===== src/logic/ouhbd_pkg.sv =====
// Constants shared by the octal UART host bus decoder files.
// Assumes a single 25 MHz clock and synchronous host pin inputs.
package ouhbd_pkg;
  // ---------------------------------------------------------------
  // Host address fields
  // ---------------------------------------------------------------
  localparam int unsigned PANEL_MSB = 7;
  localparam int unsigned PANEL_LSB = 6;
  localparam int unsigned CHAN_MSB  = 5;
  localparam int unsigned CHAN_LSB  = 3;
  localparam int unsigned CHANNELS  = 8;
  localparam logic        MODE_EXPANSION = 1'b1;
  // ---------------------------------------------------------------
  // Option registers, indexed by host address bits 5 to 0
  // ---------------------------------------------------------------
  localparam logic [5:0] OPT_MASK_OFS   = 6'h04;
  localparam logic [5:0] OPT_POLL_OFS   = 6'h05;
  localparam logic [7:0] OPT_MASK_RESET = 8'h00;
  // ---------------------------------------------------------------
  // Channel register bits used by the interrupt merge
  // ---------------------------------------------------------------
  localparam int unsigned MODEM_IRQ_EN_BIT = 3;
  localparam int unsigned FEAT_BLOCK_BIT   = 4;
  localparam int unsigned FEAT_POL_BIT     = 5;
  // ---------------------------------------------------------------
  // AXI4-Lite register map
  // ---------------------------------------------------------------
  localparam logic [3:0]  AXI_CTRL_OFS     = 4'h0;
  localparam logic [3:0]  AXI_STAT_OFS     = 4'h4;
  localparam logic [3:0]  AXI_IRQ_STAT_OFS = 4'h8;
  localparam logic [3:0]  AXI_IRQ_MASK_OFS = 4'hc;
  localparam int unsigned CTRL_EN_BIT      = 0;
  localparam int unsigned CTRL_PANEL_LSB   = 1;
  localparam logic [2:0]  CTRL_RESET       = 3'h1;
  localparam logic [2:0]  IRQ_MASK_RESET   = 3'h0;
  localparam int unsigned EV_WRITE         = 0;
  localparam int unsigned EV_READ          = 1;
  localparam int unsigned EV_GIRQ          = 2;
  localparam logic [1:0]  RESP_OKAY        = 2'h0;
  localparam logic [1:0]  RESP_SLVERR      = 2'h2;
endpackage : ouhbd_pkg


===== src/logic/ouhbd_axil.sv =====
// AXI4-Lite slave front end with a simple register strobe interface.
// Assumes one clock; the parent decodes addresses combinationally.
`timescale 1ns/1ps
module ouhbd_axil (
  // Clock and reset
  input  wire logic        clock,
  input  wire logic        rst_n,
  // AXI4-Lite slave
  input  wire logic [3:0]  s_axi_awaddr,
  input  wire logic        s_axi_awvalid,
  output logic             s_axi_awready,
  input  wire logic [31:0] s_axi_wdata,
  input  wire logic [3:0]  s_axi_wstrb,
  input  wire logic        s_axi_wvalid,
  output logic             s_axi_wready,
  output logic [1:0]       s_axi_bresp,
  output logic             s_axi_bvalid,
  input  wire logic        s_axi_bready,
  input  wire logic [3:0]  s_axi_araddr,
  input  wire logic        s_axi_arvalid,
  output logic             s_axi_arready,
  output logic [31:0]      s_axi_rdata,
  output logic [1:0]       s_axi_rresp,
  output logic             s_axi_rvalid,
  input  wire logic        s_axi_rready,
  // Register strobes
  output logic             reg_wr,
  output logic [3:0]       reg_waddr,
  output logic [31:0]      reg_wdata,
  output logic [3:0]       reg_wstrb,
  input  wire logic        reg_wr_err,
  output logic             reg_rd,
  output logic [3:0]       reg_raddr,
  input  wire logic [31:0] reg_rdata,
  input  wire logic        reg_rd_err
);
  logic        aw_held_reg, aw_held_next, w_held_reg, w_held_next;
  logic [3:0]  aw_addr_reg, aw_addr_next, w_strb_reg, w_strb_next;
  logic [31:0] w_data_reg, w_data_next, rdata_reg, rdata_next;
  logic        bvalid_reg, bvalid_next, rvalid_reg, rvalid_next;
  logic [1:0]  bresp_reg, bresp_next, rresp_reg, rresp_next;
  logic        aw_have, w_have;

  assign s_axi_awready = ~aw_held_reg & ~bvalid_reg;
  assign s_axi_wready  = ~w_held_reg & ~bvalid_reg;
  assign s_axi_arready = ~rvalid_reg;
  assign s_axi_bvalid  = bvalid_reg;
  assign s_axi_bresp   = bresp_reg;
  assign s_axi_rvalid  = rvalid_reg;
  assign s_axi_rresp   = rresp_reg;
  assign s_axi_rdata   = rdata_reg;
  assign aw_have   = aw_held_reg | (s_axi_awvalid & s_axi_awready);
  assign w_have    = w_held_reg | (s_axi_wvalid & s_axi_wready);
  assign reg_wr    = aw_have & w_have & ~bvalid_reg;
  assign reg_waddr = aw_held_reg ? aw_addr_reg : s_axi_awaddr;
  assign reg_wdata = w_held_reg ? w_data_reg : s_axi_wdata;
  assign reg_wstrb = w_held_reg ? w_strb_reg : s_axi_wstrb;
  assign reg_rd    = s_axi_arvalid & s_axi_arready;
  assign reg_raddr = s_axi_araddr;

  always_comb begin
    aw_held_next = aw_held_reg;
    aw_addr_next = aw_addr_reg;
    w_held_next  = w_held_reg;
    w_data_next  = w_data_reg;
    w_strb_next  = w_strb_reg;
    bvalid_next  = bvalid_reg & ~s_axi_bready;
    bresp_next   = bresp_reg;
    rvalid_next  = rvalid_reg & ~s_axi_rready;
    rresp_next   = rresp_reg;
    rdata_next   = rdata_reg;
    if (reg_wr) begin
      aw_held_next = 1'b0;
      w_held_next  = 1'b0;
      bvalid_next  = 1'b1;
      bresp_next   = reg_wr_err ? ouhbd_pkg::RESP_SLVERR
                                : ouhbd_pkg::RESP_OKAY;
    end else begin
      if (s_axi_awvalid && s_axi_awready) begin
        aw_held_next = 1'b1;
        aw_addr_next = s_axi_awaddr;
      end
      if (s_axi_wvalid && s_axi_wready) begin
        w_held_next = 1'b1;
        w_data_next = s_axi_wdata;
        w_strb_next = s_axi_wstrb;
      end
    end
    if (reg_rd) begin
      rvalid_next = 1'b1;
      rdata_next  = reg_rdata;
      rresp_next  = reg_rd_err ? ouhbd_pkg::RESP_SLVERR
                               : ouhbd_pkg::RESP_OKAY;
    end
  end

  always_ff @(posedge clock or negedge rst_n) begin
    if (!rst_n) begin
      aw_held_reg <= 1'b0;
      aw_addr_reg <= 4'h0;
      w_held_reg  <= 1'b0;
      w_data_reg  <= 32'h0000_0000;
      w_strb_reg  <= 4'h0;
      bvalid_reg  <= 1'b0;
      bresp_reg   <= 2'h0;
      rvalid_reg  <= 1'b0;
      rresp_reg   <= 2'h0;
      rdata_reg   <= 32'h0000_0000;
    end else begin
      aw_held_reg <= aw_held_next;
      aw_addr_reg <= aw_addr_next;
      w_held_reg  <= w_held_next;
      w_data_reg  <= w_data_next;
      w_strb_reg  <= w_strb_next;
      bvalid_reg  <= bvalid_next;
      bresp_reg   <= bresp_next;
      rvalid_reg  <= rvalid_next;
      rresp_reg   <= rresp_next;
      rdata_reg   <= rdata_next;
    end
  end
endmodule : ouhbd_axil


===== src/logic/ouhbd_optregs.sv =====
// Option registers: interrupt mask and interrupt poll.
// Assumes the parent issues a one-cycle write strobe per host write.
`timescale 1ns/1ps
module ouhbd_optregs (
  // Clock and reset
  input  wire logic       clock,
  input  wire logic       rst_n,
  // Access from the host port
  input  wire logic       opt_wr,
  input  wire logic [5:0] opt_addr,
  input  wire logic [7:0] opt_wdata,
  output logic [7:0]      opt_rdata,
  // Interrupt state
  input  wire logic [7:0] irq_now,
  output logic [7:0]      irq_mask
);
  logic [7:0] irq_mask_reg, irq_mask_next;

  assign irq_mask = irq_mask_reg;

  always_comb begin
    irq_mask_next = irq_mask_reg;
    if (opt_wr && opt_addr == ouhbd_pkg::OPT_MASK_OFS) begin
      irq_mask_next = opt_wdata;
    end
    case (opt_addr)
      ouhbd_pkg::OPT_MASK_OFS: opt_rdata = irq_mask_reg;
      ouhbd_pkg::OPT_POLL_OFS: opt_rdata = irq_now;
      default:                 opt_rdata = 8'h00;
    endcase
  end

  always_ff @(posedge clock or negedge rst_n) begin
    if (!rst_n) begin
      irq_mask_reg <= ouhbd_pkg::OPT_MASK_RESET;
    end else begin
      irq_mask_reg <= irq_mask_next;
    end
  end
endmodule : ouhbd_optregs


===== src/logic/ouhbd_top.sv =====
// Host parallel bus decoder and interrupt merge for an octal UART.
// Assumes host pins are synchronous to clock and the host never
// asserts both strobes together; channel logic lies outside.
//
// Functional notes
// - With the mode input low only address bits 5..0 are decoded.
// - Address bits 5..3 pick one of eight channels, bits 2..0 a register.
// - With the mode input high bits 7..6 must match the panel number.
// - The data bus is driven only while read data is returned.
// - A low read strobe puts the addressed register on the data bus.
// - A low write strobe stores the host data in the addressed register.
// - Channel transfers happen only while the channel select is low.
// - In expansion mode only the auxiliary select reaches option registers.
// - In expansion mode the direction output is low while driving data.
// - All eight channel interrupts merge into one global output.
// - A channel joins the merge only with modem bit 3 set and feature bit 4 clear.
// - The poll register shows the eight channel interrupts.
// - The mask register blocks single channels from the global output.
`timescale 1ns/1ps
module ouhbd_top (
  // Clock and reset
  input  wire logic        clock,
  input  wire logic        rst_n,
  // Host parallel port
  input  wire logic [7:0]  host_address_bit,
  input  wire logic [7:0]  host_data_in,
  output logic [7:0]       host_data_out,
  output logic             host_data_oe,
  input  wire logic        read_strobe_n,
  input  wire logic        write_strobe_n,
  input  wire logic        channel_select_n,
  input  wire logic        aux_reg_select_n,
  input  wire logic        multiport_expansion_mode,
  output logic             transceiver_dir_n,
  output logic             global_irq,
  // Channel register side
  output logic [7:0]       ch_wr_pulse,
  output logic [7:0]       ch_rd_pulse,
  output logic [2:0]       ch_reg_addr,
  output logic [7:0]       ch_wdata,
  input  wire logic [63:0] ch_rdata,
  input  wire logic [7:0]  channel_irq,
  input  wire logic [63:0] modem_ctl_reg,
  input  wire logic [63:0] extra_feature_reg,
  // AXI4-Lite slave
  input  wire logic [3:0]  s_axi_awaddr,
  input  wire logic        s_axi_awvalid,
  output logic             s_axi_awready,
  input  wire logic [31:0] s_axi_wdata,
  input  wire logic [3:0]  s_axi_wstrb,
  input  wire logic        s_axi_wvalid,
  output logic             s_axi_wready,
  output logic [1:0]       s_axi_bresp,
  output logic             s_axi_bvalid,
  input  wire logic        s_axi_bready,
  input  wire logic [3:0]  s_axi_araddr,
  input  wire logic        s_axi_arvalid,
  output logic             s_axi_arready,
  output logic [31:0]      s_axi_rdata,
  output logic [1:0]       s_axi_rresp,
  output logic             s_axi_rvalid,
  input  wire logic        s_axi_rready,
  // Software interrupt
  output logic             axi_irq
);
  // Returns a one-hot channel strobe for a channel number.
  function automatic logic [7:0] chan_hot(input logic [2:0] ch);
    chan_hot = 8'h01 << ch;
  endfunction : chan_hot

  // ---------------------------------------------------------------
  // Address decode
  // ---------------------------------------------------------------
  logic [2:0] ctrl_reg, ctrl_next;
  logic       port_en, panel_hit, chan_sel, opt_sel, any_sel;
  logic [2:0] chan_num;
  logic [7:0] chan_byte, opt_rdata, irq_mask;

  assign port_en  = ctrl_reg[ouhbd_pkg::CTRL_EN_BIT];
  assign chan_num = host_address_bit[ouhbd_pkg::CHAN_MSB:
                                     ouhbd_pkg::CHAN_LSB];
  assign panel_hit = (multiport_expansion_mode !=
                      ouhbd_pkg::MODE_EXPANSION) ||
    (host_address_bit[ouhbd_pkg::PANEL_MSB:ouhbd_pkg::PANEL_LSB] ==
     ctrl_reg[ouhbd_pkg::CTRL_PANEL_LSB +: 2]);
  assign opt_sel = port_en && panel_hit && !aux_reg_select_n &&
    multiport_expansion_mode == ouhbd_pkg::MODE_EXPANSION;
  assign chan_sel = port_en && panel_hit && !channel_select_n &&
    !opt_sel;
  assign any_sel   = chan_sel | opt_sel;
  assign chan_byte = ch_rdata[chan_num*8 +: 8];

  // ---------------------------------------------------------------
  // Strobe handling and data bus
  // ---------------------------------------------------------------
  logic       wr_low_reg, rd_low_reg, wr_first, rd_first, rd_act;
  logic [7:0] data_out_reg, data_out_next, wdata_reg, wdata_next;
  logic [7:0] wr_pulse_reg, wr_pulse_next, rd_pulse_reg, rd_pulse_next;
  logic [2:0] reg_addr_reg, reg_addr_next;
  logic       oe_reg, oe_next, opt_wr;
  logic [7:0] last_addr_reg, last_addr_next;

  assign rd_act   = !read_strobe_n && any_sel;
  assign wr_first = !write_strobe_n && !wr_low_reg && any_sel;
  assign rd_first = rd_act && !rd_low_reg;
  assign opt_wr   = wr_first && opt_sel;

  always_comb begin
    data_out_next  = data_out_reg;
    oe_next        = rd_act;
    wr_pulse_next  = 8'h00;
    rd_pulse_next  = 8'h00;
    wdata_next     = wdata_reg;
    reg_addr_next  = reg_addr_reg;
    last_addr_next = last_addr_reg;
    if (rd_act) begin
      data_out_next = opt_sel ? opt_rdata : chan_byte;
    end
    if (rd_first && chan_sel) begin
      rd_pulse_next = chan_hot(chan_num);
      reg_addr_next = host_address_bit[2:0];
    end
    if (wr_first && chan_sel) begin
      wr_pulse_next = chan_hot(chan_num);
      reg_addr_next = host_address_bit[2:0];
      wdata_next    = host_data_in;
    end
    if (wr_first || rd_first) begin
      last_addr_next = host_address_bit;
    end
  end

  always_ff @(posedge clock or negedge rst_n) begin
    if (!rst_n) begin
      wr_low_reg    <= 1'b0;
      rd_low_reg    <= 1'b0;
      data_out_reg  <= 8'h00;
      oe_reg        <= 1'b0;
      wr_pulse_reg  <= 8'h00;
      rd_pulse_reg  <= 8'h00;
      wdata_reg     <= 8'h00;
      reg_addr_reg  <= 3'h0;
      last_addr_reg <= 8'h00;
    end else begin
      wr_low_reg    <= !write_strobe_n;
      rd_low_reg    <= rd_act;
      data_out_reg  <= data_out_next;
      oe_reg        <= oe_next;
      wr_pulse_reg  <= wr_pulse_next;
      rd_pulse_reg  <= rd_pulse_next;
      wdata_reg     <= wdata_next;
      reg_addr_reg  <= reg_addr_next;
      last_addr_reg <= last_addr_next;
    end
  end

  assign host_data_out = data_out_reg;
  assign host_data_oe  = oe_reg;
  assign ch_wr_pulse   = wr_pulse_reg;
  assign ch_rd_pulse   = rd_pulse_reg;
  assign ch_wdata      = wdata_reg;
  assign ch_reg_addr   = reg_addr_reg;

  // ---------------------------------------------------------------
  // Transceiver direction and global interrupt
  // ---------------------------------------------------------------
  logic       dir_n_reg, dir_n_next, girq_reg, girq_next;
  logic       raw_reg, raw_next, irq_pol;
  logic [7:0] irq_gated;

  assign irq_pol = extra_feature_reg[ouhbd_pkg::FEAT_POL_BIT];

  always_comb begin
    for (int i = 0; i < ouhbd_pkg::CHANNELS; i++) begin
      irq_gated[i] = channel_irq[i] && !irq_mask[i] &&
        modem_ctl_reg[i*8 + ouhbd_pkg::MODEM_IRQ_EN_BIT] &&
        !extra_feature_reg[i*8 + ouhbd_pkg::FEAT_BLOCK_BIT];
    end
    raw_next   = |irq_gated;
    girq_next  = irq_pol ? raw_next : !raw_next;
    dir_n_next = !(rd_act && multiport_expansion_mode ==
                   ouhbd_pkg::MODE_EXPANSION);
  end

  always_ff @(posedge clock or negedge rst_n) begin
    if (!rst_n) begin
      dir_n_reg <= 1'b1;
      girq_reg  <= 1'b0;
      raw_reg   <= 1'b0;
    end else begin
      dir_n_reg <= dir_n_next;
      girq_reg  <= girq_next;
      raw_reg   <= raw_next;
    end
  end

  assign transceiver_dir_n = dir_n_reg;
  assign global_irq        = girq_reg;

  ouhbd_optregs ouhbd_optregs_i (
    .clock     (clock),
    .rst_n     (rst_n),
    .opt_wr    (opt_wr),
    .opt_addr  (host_address_bit[5:0]),
    .opt_wdata (host_data_in),
    .opt_rdata (opt_rdata),
    .irq_now   (channel_irq),
    .irq_mask  (irq_mask)
  );

  // ---------------------------------------------------------------
  // Software registers
  // ---------------------------------------------------------------
  logic        reg_wr, reg_rd, wr_err, rd_err;
  logic [3:0]  reg_waddr, reg_raddr, reg_wstrb;
  logic [31:0] reg_wdata, reg_rdata;
  logic [2:0]  stat_reg, stat_next, mask_reg, mask_next, events;

  assign events = {raw_next & ~raw_reg, rd_first, wr_first};

  always_comb begin
    ctrl_next = ctrl_reg;
    mask_next = mask_reg;
    stat_next = stat_reg;
    wr_err    = 1'b0;
    rd_err    = 1'b0;
    reg_rdata = 32'h0000_0000;
    if (reg_wr) begin
      case (reg_waddr)
        ouhbd_pkg::AXI_CTRL_OFS:
          if (reg_wstrb[0]) ctrl_next = reg_wdata[2:0];
        ouhbd_pkg::AXI_IRQ_MASK_OFS:
          if (reg_wstrb[0]) mask_next = reg_wdata[2:0];
        ouhbd_pkg::AXI_STAT_OFS, ouhbd_pkg::AXI_IRQ_STAT_OFS: ;
        default: wr_err = 1'b1;
      endcase
    end
    case (reg_raddr)
      ouhbd_pkg::AXI_CTRL_OFS:     reg_rdata = {29'h0, ctrl_reg};
      ouhbd_pkg::AXI_STAT_OFS:
        reg_rdata = {8'h00, channel_irq, last_addr_reg, 4'h0,
                     multiport_expansion_mode, raw_reg, oe_reg,
                     port_en};
      ouhbd_pkg::AXI_IRQ_STAT_OFS: reg_rdata = {29'h0, stat_reg};
      ouhbd_pkg::AXI_IRQ_MASK_OFS: reg_rdata = {29'h0, mask_reg};
      default:                     rd_err = 1'b1;
    endcase
    if (reg_rd && reg_raddr == ouhbd_pkg::AXI_IRQ_STAT_OFS) begin
      stat_next = 3'h0;
    end
    stat_next = stat_next | events;
  end

  always_ff @(posedge clock or negedge rst_n) begin
    if (!rst_n) begin
      ctrl_reg <= ouhbd_pkg::CTRL_RESET;
      mask_reg <= ouhbd_pkg::IRQ_MASK_RESET;
      stat_reg <= 3'h0;
    end else begin
      ctrl_reg <= ctrl_next;
      mask_reg <= mask_next;
      stat_reg <= stat_next;
    end
  end

  assign axi_irq = |(stat_reg & mask_reg);

  ouhbd_axil ouhbd_axil_i (
    .clock         (clock),
    .rst_n         (rst_n),
    .s_axi_awaddr  (s_axi_awaddr),
    .s_axi_awvalid (s_axi_awvalid),
    .s_axi_awready (s_axi_awready),
    .s_axi_wdata   (s_axi_wdata),
    .s_axi_wstrb   (s_axi_wstrb),
    .s_axi_wvalid  (s_axi_wvalid),
    .s_axi_wready  (s_axi_wready),
    .s_axi_bresp   (s_axi_bresp),
    .s_axi_bvalid  (s_axi_bvalid),
    .s_axi_bready  (s_axi_bready),
    .s_axi_araddr  (s_axi_araddr),
    .s_axi_arvalid (s_axi_arvalid),
    .s_axi_arready (s_axi_arready),
    .s_axi_rdata   (s_axi_rdata),
    .s_axi_rresp   (s_axi_rresp),
    .s_axi_rvalid  (s_axi_rvalid),
    .s_axi_rready  (s_axi_rready),
    .reg_wr        (reg_wr),
    .reg_waddr     (reg_waddr),
    .reg_wdata     (reg_wdata),
    .reg_wstrb     (reg_wstrb),
    .reg_wr_err    (wr_err),
    .reg_rd        (reg_rd),
    .reg_raddr     (reg_raddr),
    .reg_rdata     (reg_rdata),
    .reg_rd_err    (rd_err)
  );
endmodule : ouhbd_top


===== config.mk =====
export PLATFORM = sky130hd
export DESIGN_NAME = ouhbd_top
export DESIGN_NICKNAME = d
export VERILOG_FILES = /design/src/logic/ouhbd_pkg.sv /design/src/logic/ouhbd_axil.sv /design/src/logic/ouhbd_optregs.sv /design/src/logic/ouhbd_top.sv
export SDC_FILE = /design/constraint.sdc
export NUM_CORES = 1
export LEC_CHECK = 0
export ABC_CLOCK_PERIOD_IN_PS = 4800
export BUFFER_PORTS_ARGS = -buffer_cell sky130_fd_sc_hd__buf_2
export CORE_AREA = 2 2 136 138
export CTS_CLUSTER_DIAMETER = 40
export DETAILED_ROUTE_END_ITERATION = 7
export DIE_AREA = 0 0 138 140
export PLACE_DENSITY = 0.53
export SETUP_SLACK_MARGIN = 0.1
export SYNTH_ARGS = -nofsm -noshare
export SYNTH_HDL_FRONTEND = slang
export SYNTH_SLANG_ARGS = --single-unit

===== constraint.sdc =====
create_clock -name clock -period 4.8 [get_ports clock]
set_input_delay 0.24 -clock clock [delete_from_list [all_inputs] [get_ports clock]]
set_output_delay 0.24 -clock clock [all_outputs]
set_load 0.01 [all_outputs]

After elaboration in Yosys (flattened, before gate mapping). Index checks and enable logic that the tools add are counted.

Memories: 0. Bits in writable memories: 0. Input port bits: 272. Memory bits (read-only): 0. Logic and storage cells: 163. Latch bits: 0. Register bits after elaboration: 113.

Div/mod/pow operators: 0. Add/subtract/negate cells: 0. Muxes and demuxes: 22. Bitwise gates (word level): 24. $lt $le $gt $ge: 0. Multiply operators: 0. Eq/ne operators: 9. Reduce and logical (&&, ||, !) cells: 81. Shifts and indexed selects: 2.

Operator list (count): case mux 24 bit (4 select lines) (1); variable part select 64 x 7 -> 8 bit (1); logical AND 1 bit (41); zero test 1 bit (25); two-way mux 8 bit (3); equality test 4 bit, second input constant (4); case mux 8 bit (2 select lines) (1); equality test 6 x 3 -> 1 bit, second input constant (2); two-way mux 3 bit (4); bitwise AND 1 bit (10); two-way mux 1 bit (10); inverter 1 bit (9); equality test 4 x 3 -> 1 bit, second input constant (2); zero test 4 bit (2); OR reduction 4 bit (2); OR reduction 8 bit (1); << shifter 1 x 3 -> 8 bit, first input constant (1); AND reduction 3 bit (2); nonzero test 2 bit (3); two-way mux 2 bit (2); two-way mux 4 bit (1); AND reduction 2 bit (2); bitwise AND 3 bit (1); OR 1 bit (3); other kinds (4) (5).

Logic depth before layout (Yosys ltp). Gate-level depths: netlist of run 1.

Depth after elaboration: 13. Depth in mapped cells: 6. Gate-level depth less buffers: 4.

Modules after synthesis. Synthesis of run 1 repeated with hierarchy kept, for this count alone.

Cells, all modules: 500. Area, all modules: 7173.1 um^2.

Modules (own cells, without submodules): ouhbd_axil (cells an instance 230, seq. area each 1951.9 um^2, area an instance 3613.5 um^2, instances 1); ouhbd_top (cells an instance 233, seq. area each 1428.9 um^2, area an instance 3116.7 um^2, instances 1); ouhbd_optregs (cells an instance 37, seq. area each 200.2 um^2, area an instance 442.9 um^2, instances 1).

Worst setup path after synthesis of run 1. Ideal clock, no wire load.

Kind: reg-to-reg. Start: register ctrl_reg[0]. End: register ouhbd_optregs_i.irq_mask_reg[0] (netlist: ouhbd_optregs_i.irq_mask[0]). Arrival: 1.851 ns. Stages on the path, launching flop included: 6. Slack: 2.824 ns. Path buffers: 2. Setup time: 0.125 ns. Period minus slack after synthesis: 1.976 ns. Path through: dfstp_2 > buf_2 > nor4b_2 > and4b_1 > buf_6 > mux2_4.

Cells in the longest elaborated chain, start to end: 9.

Ends and longest elaborated chain: from (decl) (line ouhbd_top.sv:74) `logic [2:0] ctrl_reg, ctrl_next;`; from (signal assigned) (line ouhbd_top.sv:256) `ctrl_reg <= ouhbd_pkg::CTRL_RESET;`; from (signal assigned) (line ouhbd_top.sv:260) `ctrl_reg <= ctrl_next;`; logical AND 1 bit * (line ouhbd_top.sv:86, ouhbd_top.sv:88); logical AND 1 bit (2 in a row) (line ouhbd_top.sv:86) `assign opt_sel = port_en && panel_hit && !aux_reg_select_n &&`; zero test 1 bit (line ouhbd_top.sv:89) `!opt_sel;`; logical AND 1 bit (line ouhbd_top.sv:88) `assign chan_sel = port_en && panel_hit && !channel_select_n &&`; OR 1 bit (line ouhbd_top.sv:90) `assign any_sel = chan_sel | opt_sel;`; logical AND 1 bit (line ouhbd_top.sv:104) `assign wr_first = !write_strobe_n && !wr_low_reg && any_sel;`; logical AND 1 bit * (line ouhbd_top.sv:106) `assign opt_wr = wr_first && opt_sel;`; logical AND 1 bit * (line ouhbd_optregs.sv:23) `if (opt_wr && opt_addr == ouhbd_pkg::OPT_MASK_OFS) begin`; to (signal assigned) (line ouhbd_optregs.sv:35) `irq_mask_reg <= ouhbd_pkg::OPT_MASK_RESET;`; to (signal assigned) (line ouhbd_optregs.sv:37) `irq_mask_reg <= irq_mask_next;`; to (decl) (line ouhbd_optregs.sv:17) `logic [7:0] irq_mask_reg, irq_mask_next;`.

Every way passes the cells marked *; elsewhere a longest branch is shown, timed or not. A chain may end at the register's enable or synchronous reset.

Worst setup path in the final report of run 1.
Start: register ouhbd_axil_i.rvalid_reg (netlist: ouhbd_axil_i.s_axi_rvalid). End: register ouhbd_axil_i.rdata_reg[23] (netlist: ouhbd_axil_i.s_axi_rdata[23]).

Cells in the longest elaborated chain, start to end: 2.

Ends and longest elaborated chain: from (decl) (line ouhbd_axil.sv:40) `logic bvalid_reg, bvalid_next, rvalid_reg, rvalid_next;`; from (signal assigned) (line ouhbd_axil.sv:117) `rvalid_reg <= rvalid_next;`; inverter 1 bit (line ouhbd_axil.sv:46) `assign s_axi_arready = ~rvalid_reg;`; bitwise AND 1 bit (line ouhbd_axil.sv:58) `assign reg_rd = s_axi_arvalid & s_axi_arready;`; to (signal assigned) (line ouhbd_axil.sv:119) `rdata_reg <= rdata_next;`; to (decl) (line ouhbd_axil.sv:39) `logic [31:0] w_data_reg, w_data_next, rdata_reg, rdata_next;`.

Every way passes these cells.

==> reports/summary.txt, run 1 <==
count of boundary I/O pins = 352
highest clock frequency the design can meet = 0.3810 GHz
reg2reg start = ouhbd_axil_i.s_axi_rvalid
signed area change from the synthesized netlist to the final layout = 29.91%
Largest register FFs = 20
Synth Register Bits = 99
final cell utilization of the core = 35.15%
number of global-route vias before repair = 3863
Crit path required time = 5.08 ns
final std cells w/o fill = 790
R2R setup slack = 2.18 ns
Port-buffer cells = 194
cell area power density = 424.7 nW/um2
average detailed-routed wire length per instance = 17.70 um
worst-case hold path end point = wr_low_reg
Total Wirelength = 13990 um
post-synthesis instance total = 369
antenna violations before repair = 0
run status = complete, no violations
finished layout cell area = 6250 um2
initial cell density of the core = 27.06%
DP Wirelength = 10880 um
most common library cell in the layout ignoring fill and taps = buf_2
clk_lat worst skew = 0.35 ns
Post-Place Cell Area = 5929 um2
sequential-to-total area share from yosys stat = 51.55%
drc violations = 0
Place WS = 2.145 ns
Inserted Clock Buffers = 9
cts-stage hold buffer count = 1
root buffer selected by CTS = clkbuf_16
core footprint = 17780 um2
Post CTS Setup Buffer Count = 0
final setup skew = 0.007388 ns
most used flip-flop cell after synthesis = dfrtp_1
class of the most critical setup path = register to register
switching power = 812.6 uW
Tcrit/Tclk final = 54.69%
CTS H-tree lvls = 3
Total Negative Setup Slacks = 0 ns
Comb power frac = 26.4%
largest net degree at the start of global routing = 62
First DRT Iteration DRCs = 112
async set or reset register ratio after synthesis = 100.0%
Yosys cell types = 47
number of synthesis warnings = 0
RSZ-0062 raised after global routing = false
Die W = 138 um
count of flip-flops with a built-in enable after synthesis = 0
Die Footprint = 19320 um2
final RePlAce weighted congestion = 0.7858
most frequent cells in the layout = buf_2 (193), dfrtp_1 (97), mux2_1 (30)
ant diodes = 0
TritonCTS clock tree = built
Longest Clk Path Bufs = 2
GRT Residual Overflow = 0
slowest cell on the critical path = nor3_1
clock-pin slew on the worst setup and hold paths = 0.07 ns
site row count = 49
mean area per synthesized cell = 13.04 um2
static leakage = 3.108 nW
Rel. slew slack = 41.72%
Clk pwr share = 29.0%
mean number of vias per cell = 4.694
final worst slack = 2.175 ns
max-cap violation count = 0
Critical Path Start Type = register
internal cell power = 1.842 mW
ordered list of cells on the worst path = nand2b_1 > nor3_1 > and3b_1 > a22o_1
startpoint of the tightest hold check path = write_strobe_n
crit-path max FO = 23
worst vdd rail ir drop = 0.0001579 V
post-synthesis cell area = 4811 um2
post-layout minimum cycle time = 2.625 ns
total instance count after detailed placement = 773
vertical die dimension = 140 um
post-route worst hold slack = 0.06296 ns
kind of capture point of the worst setup path = register
TritonCTS Sinks = 99
detailed-router iteration count before antenna repair = 4
reg-to-reg critical path endpoint = ouhbd_axil_i.s_axi_rdata[23]
sequential power share = 44.7%
CTS resizes = 0
share of post-route cells with drive strength above 1 = 47.42%
overall power after layout = 2.654 mW
switching portion of total power = 30.61%
slew at the pin closest to its max-slew limit = 0.8741 ns
slowest stage delay, CP = 0.74 ns
count of nets after finishing = 828
Crit path max-delay family = simple AND/OR/NAND/NOR gates
FILL cells = 1802
arrival time at the worst endpoint = 2.91 ns
total global routing track utilization = 14.70%
worst r2r path cells = 4
global-route wire length before repair = 21840 um
Hold Fails Final Rpt = 0
Min-Delay Path Class = primary input to register
sum of buffers and inverters on the critical path = 0
hold depth = 2
number of setup violations in the final report = 0
Via Count = 3708
critical path depth = 4
Pins Over Slew Limit = 0
antenna-violating nets left = 0
cells in the mapped netlist (2+ instances only):
master	n	area share [%]
a21oi_1	15	1.6
nor2b_1	2	0.26
nand2_1	17	1.3
buf_2	8	0.83
o22ai_1	2	0.26
inv_1	7	0.55
nor4bb_1	8	1.7
a31oi_1	8	1.0
nand2b_1	5	0.65
mux2_4	8	2.5
mux2i_1	2	0.42
dfstp_2	2	1.1
xor2_1	2	0.36
nor3_1	11	1.1
a22o_1	21	3.8
buf_4	14	2.2
nor4_1	7	0.91
nor4b_2	2	0.62
nand3_1	9	0.94
buf_6	2	0.47
nand4_1	3	0.39
dfrtp_1	97	50
mux2_2	23	5.4
mux4_2	18	8.4
clkbuf_1	9	0.70
nor2_1	16	1.2
o21ai_1	2	0.21
mux2_1	30	7.0
power by group through the flow:
| stage | Clock, mW | Combinational [mW] | Sequential, mW |
|---|---|---|---|
| final | 0.769 | 0.700 | 1.19 |
| after global routing | 0.829 | 0.778 | 1.22 |
| after CTS | 0.794 | 0.715 | 1.19 |
| after detailed placement | 0 | 0.711 | 1.20 |
| after global placement | 0 | 0.694 | 1.19 |
| after floorplan | 0 | 0.408 | 1.20 |
cell type report:
class	instances	area, um2	area share, %
clock buffers	11	232.7	3.724
clock inverters	5	77.57	1.241
inverters	7	26.28	0.4204
multi-input cells	242	2148	34.37
flip-flops and latches	99	2480	39.68
well taps	229	286.5	4.585
repair buffers	197	998.5	15.98
per-layer routing:
| layer | part of all wire, % | global-route usage [%] |
|---|---|---|
| met1 | 45 | 19.21 |
| met4 | 2.1 | 5.908 |
| met2 | 48 | 24.23 |
| met5 | 0 | 0 |
| met3 | 5.0 | 2.701 |
worst max path at each step:
| stage | from | to | slack, ns |
|---|---|---|---|
| floorplan | ctrl_reg[0] | ouhbd_optregs_i.irq_mask[0] | 2.82 |
| global placement | host_address_bit[4] | ouhbd_optregs_i.irq_mask[2] | 2.19 |
| detailed placement | ouhbd_axil_i.s_axi_rvalid | ouhbd_axil_i.s_axi_rdata[21] | 2.14 |
| CTS | ouhbd_axil_i.s_axi_rvalid | ouhbd_axil_i.s_axi_rdata[23] | 2.13 |
| global route | ouhbd_axil_i.s_axi_rvalid | ouhbd_axil_i.s_axi_rdata[11] | 1.86 |
| finish | ouhbd_axil_i.s_axi_rvalid | ouhbd_axil_i.s_axi_rdata[23] | 2.18 |
cells by family after synthesis:
group           synth area share, %
buf+inv                       4.811
simple gates                  11.42
flops                         51.55
other cells                 0.07795
compound gates                7.855
xor+xnor                     0.5463
mux                           23.75
Note: power is estimated with default switching activity, not from simulation.
==> inputs of run 2 (changes only) <==
ABC_CLOCK_PERIOD_IN_PS = 2600   (was 4800)
CORE_AREA = 2 2 137 139   (was 2 2 136 138)
DIE_AREA = 0 0 139 141   (was 0 0 138 140)
clock period = 2.6 ns   (was 4.8 ns; I/O delays follow)
==> run 2 against run 1 <==
  * Clock-buffer cell count is 1 higher
  * Design area is 1.7% higher
  * Setup slack worse by 1.7 ns
  * Critical path type unchanged
  * Die area is 1.4% higher
  * Critical path depth stayed put
  * Non-clock buffer count is 13 higher
  * First-iteration DRC count is 29% higher
  * Highest routed layer unchanged
  * Register-to-register slack worse by 1.7 ns
  * Wire length is 2.8% higher
  * Utilization is 0.34 points lower
  * Via count is 2.3% higher
  * Global-route usage is 0.26 points higher
==> reports/summary.txt, run 2 (synthesis results as in run 1) <==
count of nets after finishing = 841 (was 828)
Port-buffer cells = 194 (unchanged)
Crit path required time = 2.83 ns (was 5.08 ns)
max-cap violation count = 0 (unchanged)
Min-Delay Path Class = primary input to register (unchanged)
number of global-route vias before repair = 3989 (was 3863)
CTS H-tree lvls = 3 (unchanged)
root buffer selected by CTS = clkbuf_16 (unchanged)
highest clock frequency the design can meet = 0.4646 GHz (was 0.3810 GHz)
core footprint = 18270 um2 (was 17780 um2)
RSZ-0062 raised after global routing = false (unchanged)
Die W = 139 um (was 138 um)
Pins Over Slew Limit = 0 (unchanged)
First DRT Iteration DRCs = 144 (was 112)
slew at the pin closest to its max-slew limit = 0.9034 ns (was 0.8741 ns)
cts-stage hold buffer count = 6 (was 1)
GRT Residual Overflow = 0 (unchanged)
clk_lat worst skew = 0.35 ns (about the same)
crit-path max FO = 8 (was 23)
cell area power density = 755.9 nW/um2 (was 424.7 nW/um2)
count of boundary I/O pins = 352 (unchanged)
slowest cell on the critical path = nand4_1 (was nor3_1)
FILL cells = 1839 (was 1802)
mean number of vias per cell = 4.697 (was 4.694)
largest net degree at the start of global routing = 69 (was 62)
drc violations = 0 (unchanged)
site row count = 50 (was 49)
TritonCTS Sinks = 99 (unchanged)
share of post-route cells with drive strength above 1 = 47.91% (was 47.42%)
Hold Fails Final Rpt = 0 (unchanged)
worst vdd rail ir drop = 0.0002687 V (was 0.0001579 V)
static leakage = 3.163 nW (was 3.108 nW)
detailed-router iteration count before antenna repair = 4 (unchanged)
class of the most critical setup path = register to register (unchanged)
total global routing track utilization = 14.95% (was 14.70%)
clock-pin slew on the worst setup and hold paths = 0.07 ns (about the same)
TritonCTS clock tree = built (unchanged)
number of setup violations in the final report = 0 (unchanged)
ant diodes = 0 (unchanged)
most common library cell in the layout ignoring fill and taps = buf_2 (unchanged)
arrival time at the worst endpoint = 2.38 ns (was 2.91 ns)
Via Count = 3795 (was 3708)
final cell utilization of the core = 34.81% (was 35.15%)
signed area change from the synthesized netlist to the final layout = 32.17% (was 29.91%)
most frequent cells in the layout = buf_2 (193), dfrtp_1 (97), mux2_1 (30) (unchanged)
Die Footprint = 19600 um2 (was 19320 um2)
Rel. slew slack = 39.78% (was 41.72%)
ordered list of cells on the worst path = xor2_1 > o21ai_1 > nand4_1 > mux2_1 (was nand2b_1 > nor3_1 > and3b_1 > a22o_1)
slowest stage delay, CP = 0.53 ns (was 0.74 ns)
Critical Path Start Type = register (unchanged)
DP Wirelength = 11250 um (was 10880 um)
Longest Clk Path Bufs = 2 (unchanged)
initial cell density of the core = 26.34% (was 27.06%)
run status = complete, no violations (unchanged)
CTS resizes = 0 (unchanged)
vertical die dimension = 141 um (was 140 um)
Largest register FFs = 20 (unchanged)
kind of capture point of the worst setup path = register (unchanged)
antenna-violating nets left = 0 (unchanged)
Inserted Clock Buffers = 9 (unchanged)
global-route wire length before repair = 22290 um (was 21840 um)
antenna violations before repair = 1 (was 0)
Post CTS Setup Buffer Count = 0 (unchanged)
post-layout minimum cycle time = 2.152 ns (was 2.625 ns)
average detailed-routed wire length per instance = 17.80 um (was 17.70 um)
final setup skew = 0.006680 ns (was 0.007388 ns)
Tcrit/Tclk final = 82.78% (was 54.69%)
Total Negative Setup Slacks = 0 ns (unchanged)
final RePlAce weighted congestion = 0.8289 (was 0.7858)
Total Wirelength = 14380 um (was 13990 um)
run 2: critical path, delay by kind of cell (launching register included):
kind	cells	cell delay, ns
mux	1	0.47
xor+xnor	1	0.22
compound gates	1	0.41
simple gates	1	0.53
flops	1	0.40
run 2: metal layers:
layer	up-vias	global-route usage (%)	part of all wire (%)
li1	1758	-	-
met2	147	25.77	50
met5	-	0	0
met1	1881	19.06	45
met3	9	2.344	4.5
met4	0	5.582	1.3
run 2: layout make-up:
cell class / instances / area [um2] / share of cell area [%]
Sequential cell: 99 / 2480 / 39.00
Clock buffer: 12 / 256.5 / 4.034
Tap cell: 234 / 292.8 / 4.604
Clock inverter: 4 / 33.78 / 0.5313
Multi-Input combinational cell: 242 / 2148 / 33.79
Timing Repair Buffer: 210 / 1121 / 17.63
Inverter: 7 / 26.28 / 0.4132
run 2: worst paths after layout:
check                                                     to  depth (start not counted)                       start  slack [ns]
worst min-delay path                             ch_wdata[2]                          2             host_data_in[2]        0.02
max in group asynchronous       ouhbd_axil_i.s_axi_rdata[21]                          3                       rst_n        1.41
worst max register to register              last_addr_reg[1]                          4                 ctrl_reg[2]        0.45
min in group asynchronous          ouhbd_axil_i.s_axi_rvalid                          2                       rst_n        0.44
worst min register to register    ouhbd_axil_i.w_strb_reg[0]                          1  ouhbd_axil_i.w_strb_reg[0]        0.48
worst max-delay path                        last_addr_reg[1]                          4                 ctrl_reg[2]        0.45
run 2: stage by stage:
step                      total power [mW]  cell area (um2)  worst slack (ns)  hold WS (ns)  cells
after floorplan                      2.960             4860            0.6239       -0.1656    382
after global placement               3.488             6008            0.4523        0.2915    786
after detailed placement             3.545             6008            0.4278        0.3024    786
after CTS                            4.895             6359            0.4046   0.000005412    808
after global routing                 5.115             6359            0.2819      0.007451    808
final                                4.806             6359            0.4478       0.01633    808
run 2: power breakdown:
group          total [mW]  switching, mW  internal [mW]
logic                1.31          0.659          0.652
registers            2.19          0.264           1.92
clock network        1.31          0.599          0.709
total                4.81           1.52           3.28
==> inputs of run 3 (changes only) <==
ABC_CLOCK_PERIOD_IN_PS = 2000   (was 2600)
clock period = 2 ns   (was 2.6 ns; I/O delays follow)
==> run 3 against run 2 <==
  * Sequential power up 31%
  * Setup slack got worse by 0.26 ns
  * Global-route usage up 0.45 points
  * Via count rose by 2.8%
  * Largest power group unchanged
==> reports/summary.txt, run 3 (synthesis results as in run 1) <==
run status = complete, no violations (unchanged)
highest clock frequency the design can meet = 0.5520 GHz (was 0.4646 GHz)
Die W = 139 um (unchanged)
drc violations = 0 (unchanged)
clk_lat worst skew = 0.36 ns (was 0.35 ns)
root buffer selected by CTS = clkbuf_16 (unchanged)
count of nets after finishing = 864 (was 841)
initial cell density of the core = 26.34% (unchanged)
static leakage = 3.301 nW (was 3.163 nW)
kind of capture point of the worst setup path = register (unchanged)
total global routing track utilization = 15.40% (was 14.95%)
worst r2r path cells = 5 (was 4)
CTS H-tree lvls = 3 (unchanged)
RSZ-0062 raised after global routing = false (unchanged)
TritonCTS clock tree = built (unchanged)
post-layout minimum cycle time = 1.812 ns (was 2.152 ns)
detailed-router iteration count before antenna repair = 6 (was 4)
count of boundary I/O pins = 352 (unchanged)
Total Wirelength = 14760 um (was 14380 um)
slew at the pin closest to its max-slew limit = 0.4970 ns (was 0.9034 ns)
Critical Path Start Type = register (unchanged)
site row count = 50 (unchanged)
startpoint of the tightest hold check path = s_axi_awaddr[3] (was host_data_in[2])
Via Count = 3903 (was 3795)
worst-case hold path end point = ouhbd_axil_i.aw_addr_reg[3] (was ch_wdata[2])
Tcrit/Tclk final = 90.59% (was 82.78%)
mean number of vias per cell = 4.697 (about the same)
Inserted Clock Buffers = 9 (unchanged)
average detailed-routed wire length per instance = 17.77 um (was 17.80 um)
ant diodes = 0 (unchanged)
Longest Clk Path Bufs = 2 (unchanged)
hold depth = 2 (unchanged)
R2R setup slack = 0.19 ns (was 0.45 ns)
worst vdd rail ir drop = 0.0004253 V (was 0.0002687 V)
number of global-route vias before repair = 4226 (was 3989)
final RePlAce weighted congestion = 0.8068 (was 0.8289)
share of post-route cells with drive strength above 1 = 48.41% (was 47.91%)
Total Negative Setup Slacks = 0 ns (unchanged)
final setup skew = 0.01220 ns (was 0.006680 ns)
clock-pin slew on the worst setup and hold paths = 0.07 ns (about the same)
Port-buffer cells = 194 (unchanged)
antenna-violating nets left = 0 (unchanged)
signed area change from the synthesized netlist to the final layout = 38.60% (was 32.17%)
arrival time at the worst endpoint = 2.06 ns (was 2.38 ns)
First DRT Iteration DRCs = 213 (was 144)
vertical die dimension = 141 um (unchanged)
DP Wirelength = 11700 um (was 11250 um)
largest net degree at the start of global routing = 48 (was 69)
most common library cell in the layout ignoring fill and taps = buf_2 (unchanged)
Hold Fails Final Rpt = 0 (unchanged)
final cell utilization of the core = 36.50% (was 34.81%)
max-cap violation count = 0 (unchanged)
reg-to-reg critical path endpoint = ouhbd_optregs_i.irq_mask[1] (was last_addr_reg[1])
TritonCTS Sinks = 99 (unchanged)
crit-path max FO = 8 (unchanged)
Crit path required time = 2.24 ns (was 2.83 ns)
Min-Delay Path Class = primary input to register (unchanged)
most frequent cells in the layout = buf_2 (193), dfrtp_1 (96), mux2_1 (30) (was buf_2 (193), dfrtp_1 (97), mux2_1 (30))
number of setup violations in the final report = 0 (unchanged)
class of the most critical setup path = register to register (unchanged)
global-route wire length before repair = 22980 um (was 22290 um)
reg2reg start = ctrl_reg[1] (was ctrl_reg[2])
GRT Residual Overflow = 0 (unchanged)
core footprint = 18270 um2 (unchanged)
post-route worst hold slack = 0.01404 ns (was 0.01633 ns)
overall power after layout = 6.559 mW (was 4.806 mW)
Die Footprint = 19600 um2 (unchanged)
Largest register FFs = 20 (unchanged)
antenna violations before repair = 0 (was 1)
Rel. slew slack = 66.56% (was 39.78%)
cell area power density = 983.8 nW/um2 (was 755.9 nW/um2)
Pins Over Slew Limit = 0 (unchanged)
==> run 3: final cells by class <==
class / instances / area, um2
Fill cell: 1841 / 11600
Clock buffer: 10 / 229.0
Timing Repair Buffer: 233 / 1344
Tap cell: 234 / 292.8
Inverter: 7 / 26.28
Multi-Input combinational cell: 242 / 2207
Sequential cell: 99 / 2481
Clock inverter: 6 / 87.58
==> run 3: what timing repair did <==
item,in CTS,in global routing
resized for setup,3,6
setup buffers,0,0
endpoints found under the hold margin,59,0
setup endpoints to repair,11,14
hold buffers,21,0
pin swaps,0,2
gates cloned,0,0
==> run 3: worst max path at each step <==
stage                      startpoint                          end  slack (ns)  depth (start not counted)
after floorplan           ctrl_reg[0]  ouhbd_optregs_i.irq_mask[0]        0.17                          5
after global placement    ctrl_reg[2]                  ch_wdata[0]        0.11                          5
after detailed placement  ctrl_reg[2]                  ch_wdata[3]        0.07                          5
after CTS                 ctrl_reg[2]  ouhbd_optregs_i.irq_mask[1]        0.15                          5
after global routing      ctrl_reg[1]  ouhbd_optregs_i.irq_mask[1]        0.11                          5
final                     ctrl_reg[1]  ouhbd_optregs_i.irq_mask[1]        0.19                          5
==> run 3: per-stage QoR <==
step / setup slack (ns) / cell area [um2] / instances
4_1_cts: 0.1483 / 6635 / 831
6_report: 0.1883 / 6668 / 831
3_3_place_gp: 0.1110 / 6090 / 794
2_1_floorplan: 0.1676 / 4868 / 382
5_1_grt: 0.1093 / 6668 / 831
3_5_place_dp: 0.07307 / 6090 / 794
==> run 3: layer usage <==
layer | global-route usage (%) | wire, um | up-vias
met1 | 19.38 | 6314 | 1929
li1 | - | - | 1796
met4 | 6.433 | 287 | 0
met3 | 3.125 | 908 | 18
met2 | 25.95 | 7253 | 160
met5 | 0 | 0 | -
==> run 3: power by group <==
| group | leakage [nW] | switching, mW | internal (mW) |
|---|---|---|---|
| logic | 1.86 | 0.899 | 0.922 |
| registers | 1.28 | 0.370 | 2.50 |
| clock network | 0.157 | 0.765 | 1.10 |
==> run 3: critical path, stage by stage (launching register included) <==
cell and delay, ns:
dfrtp_2 0.45, xor2_4 0.22, nor4b_4 0.30, and4b_1 0.28, buf_12 0.15, mux2_4 0.30
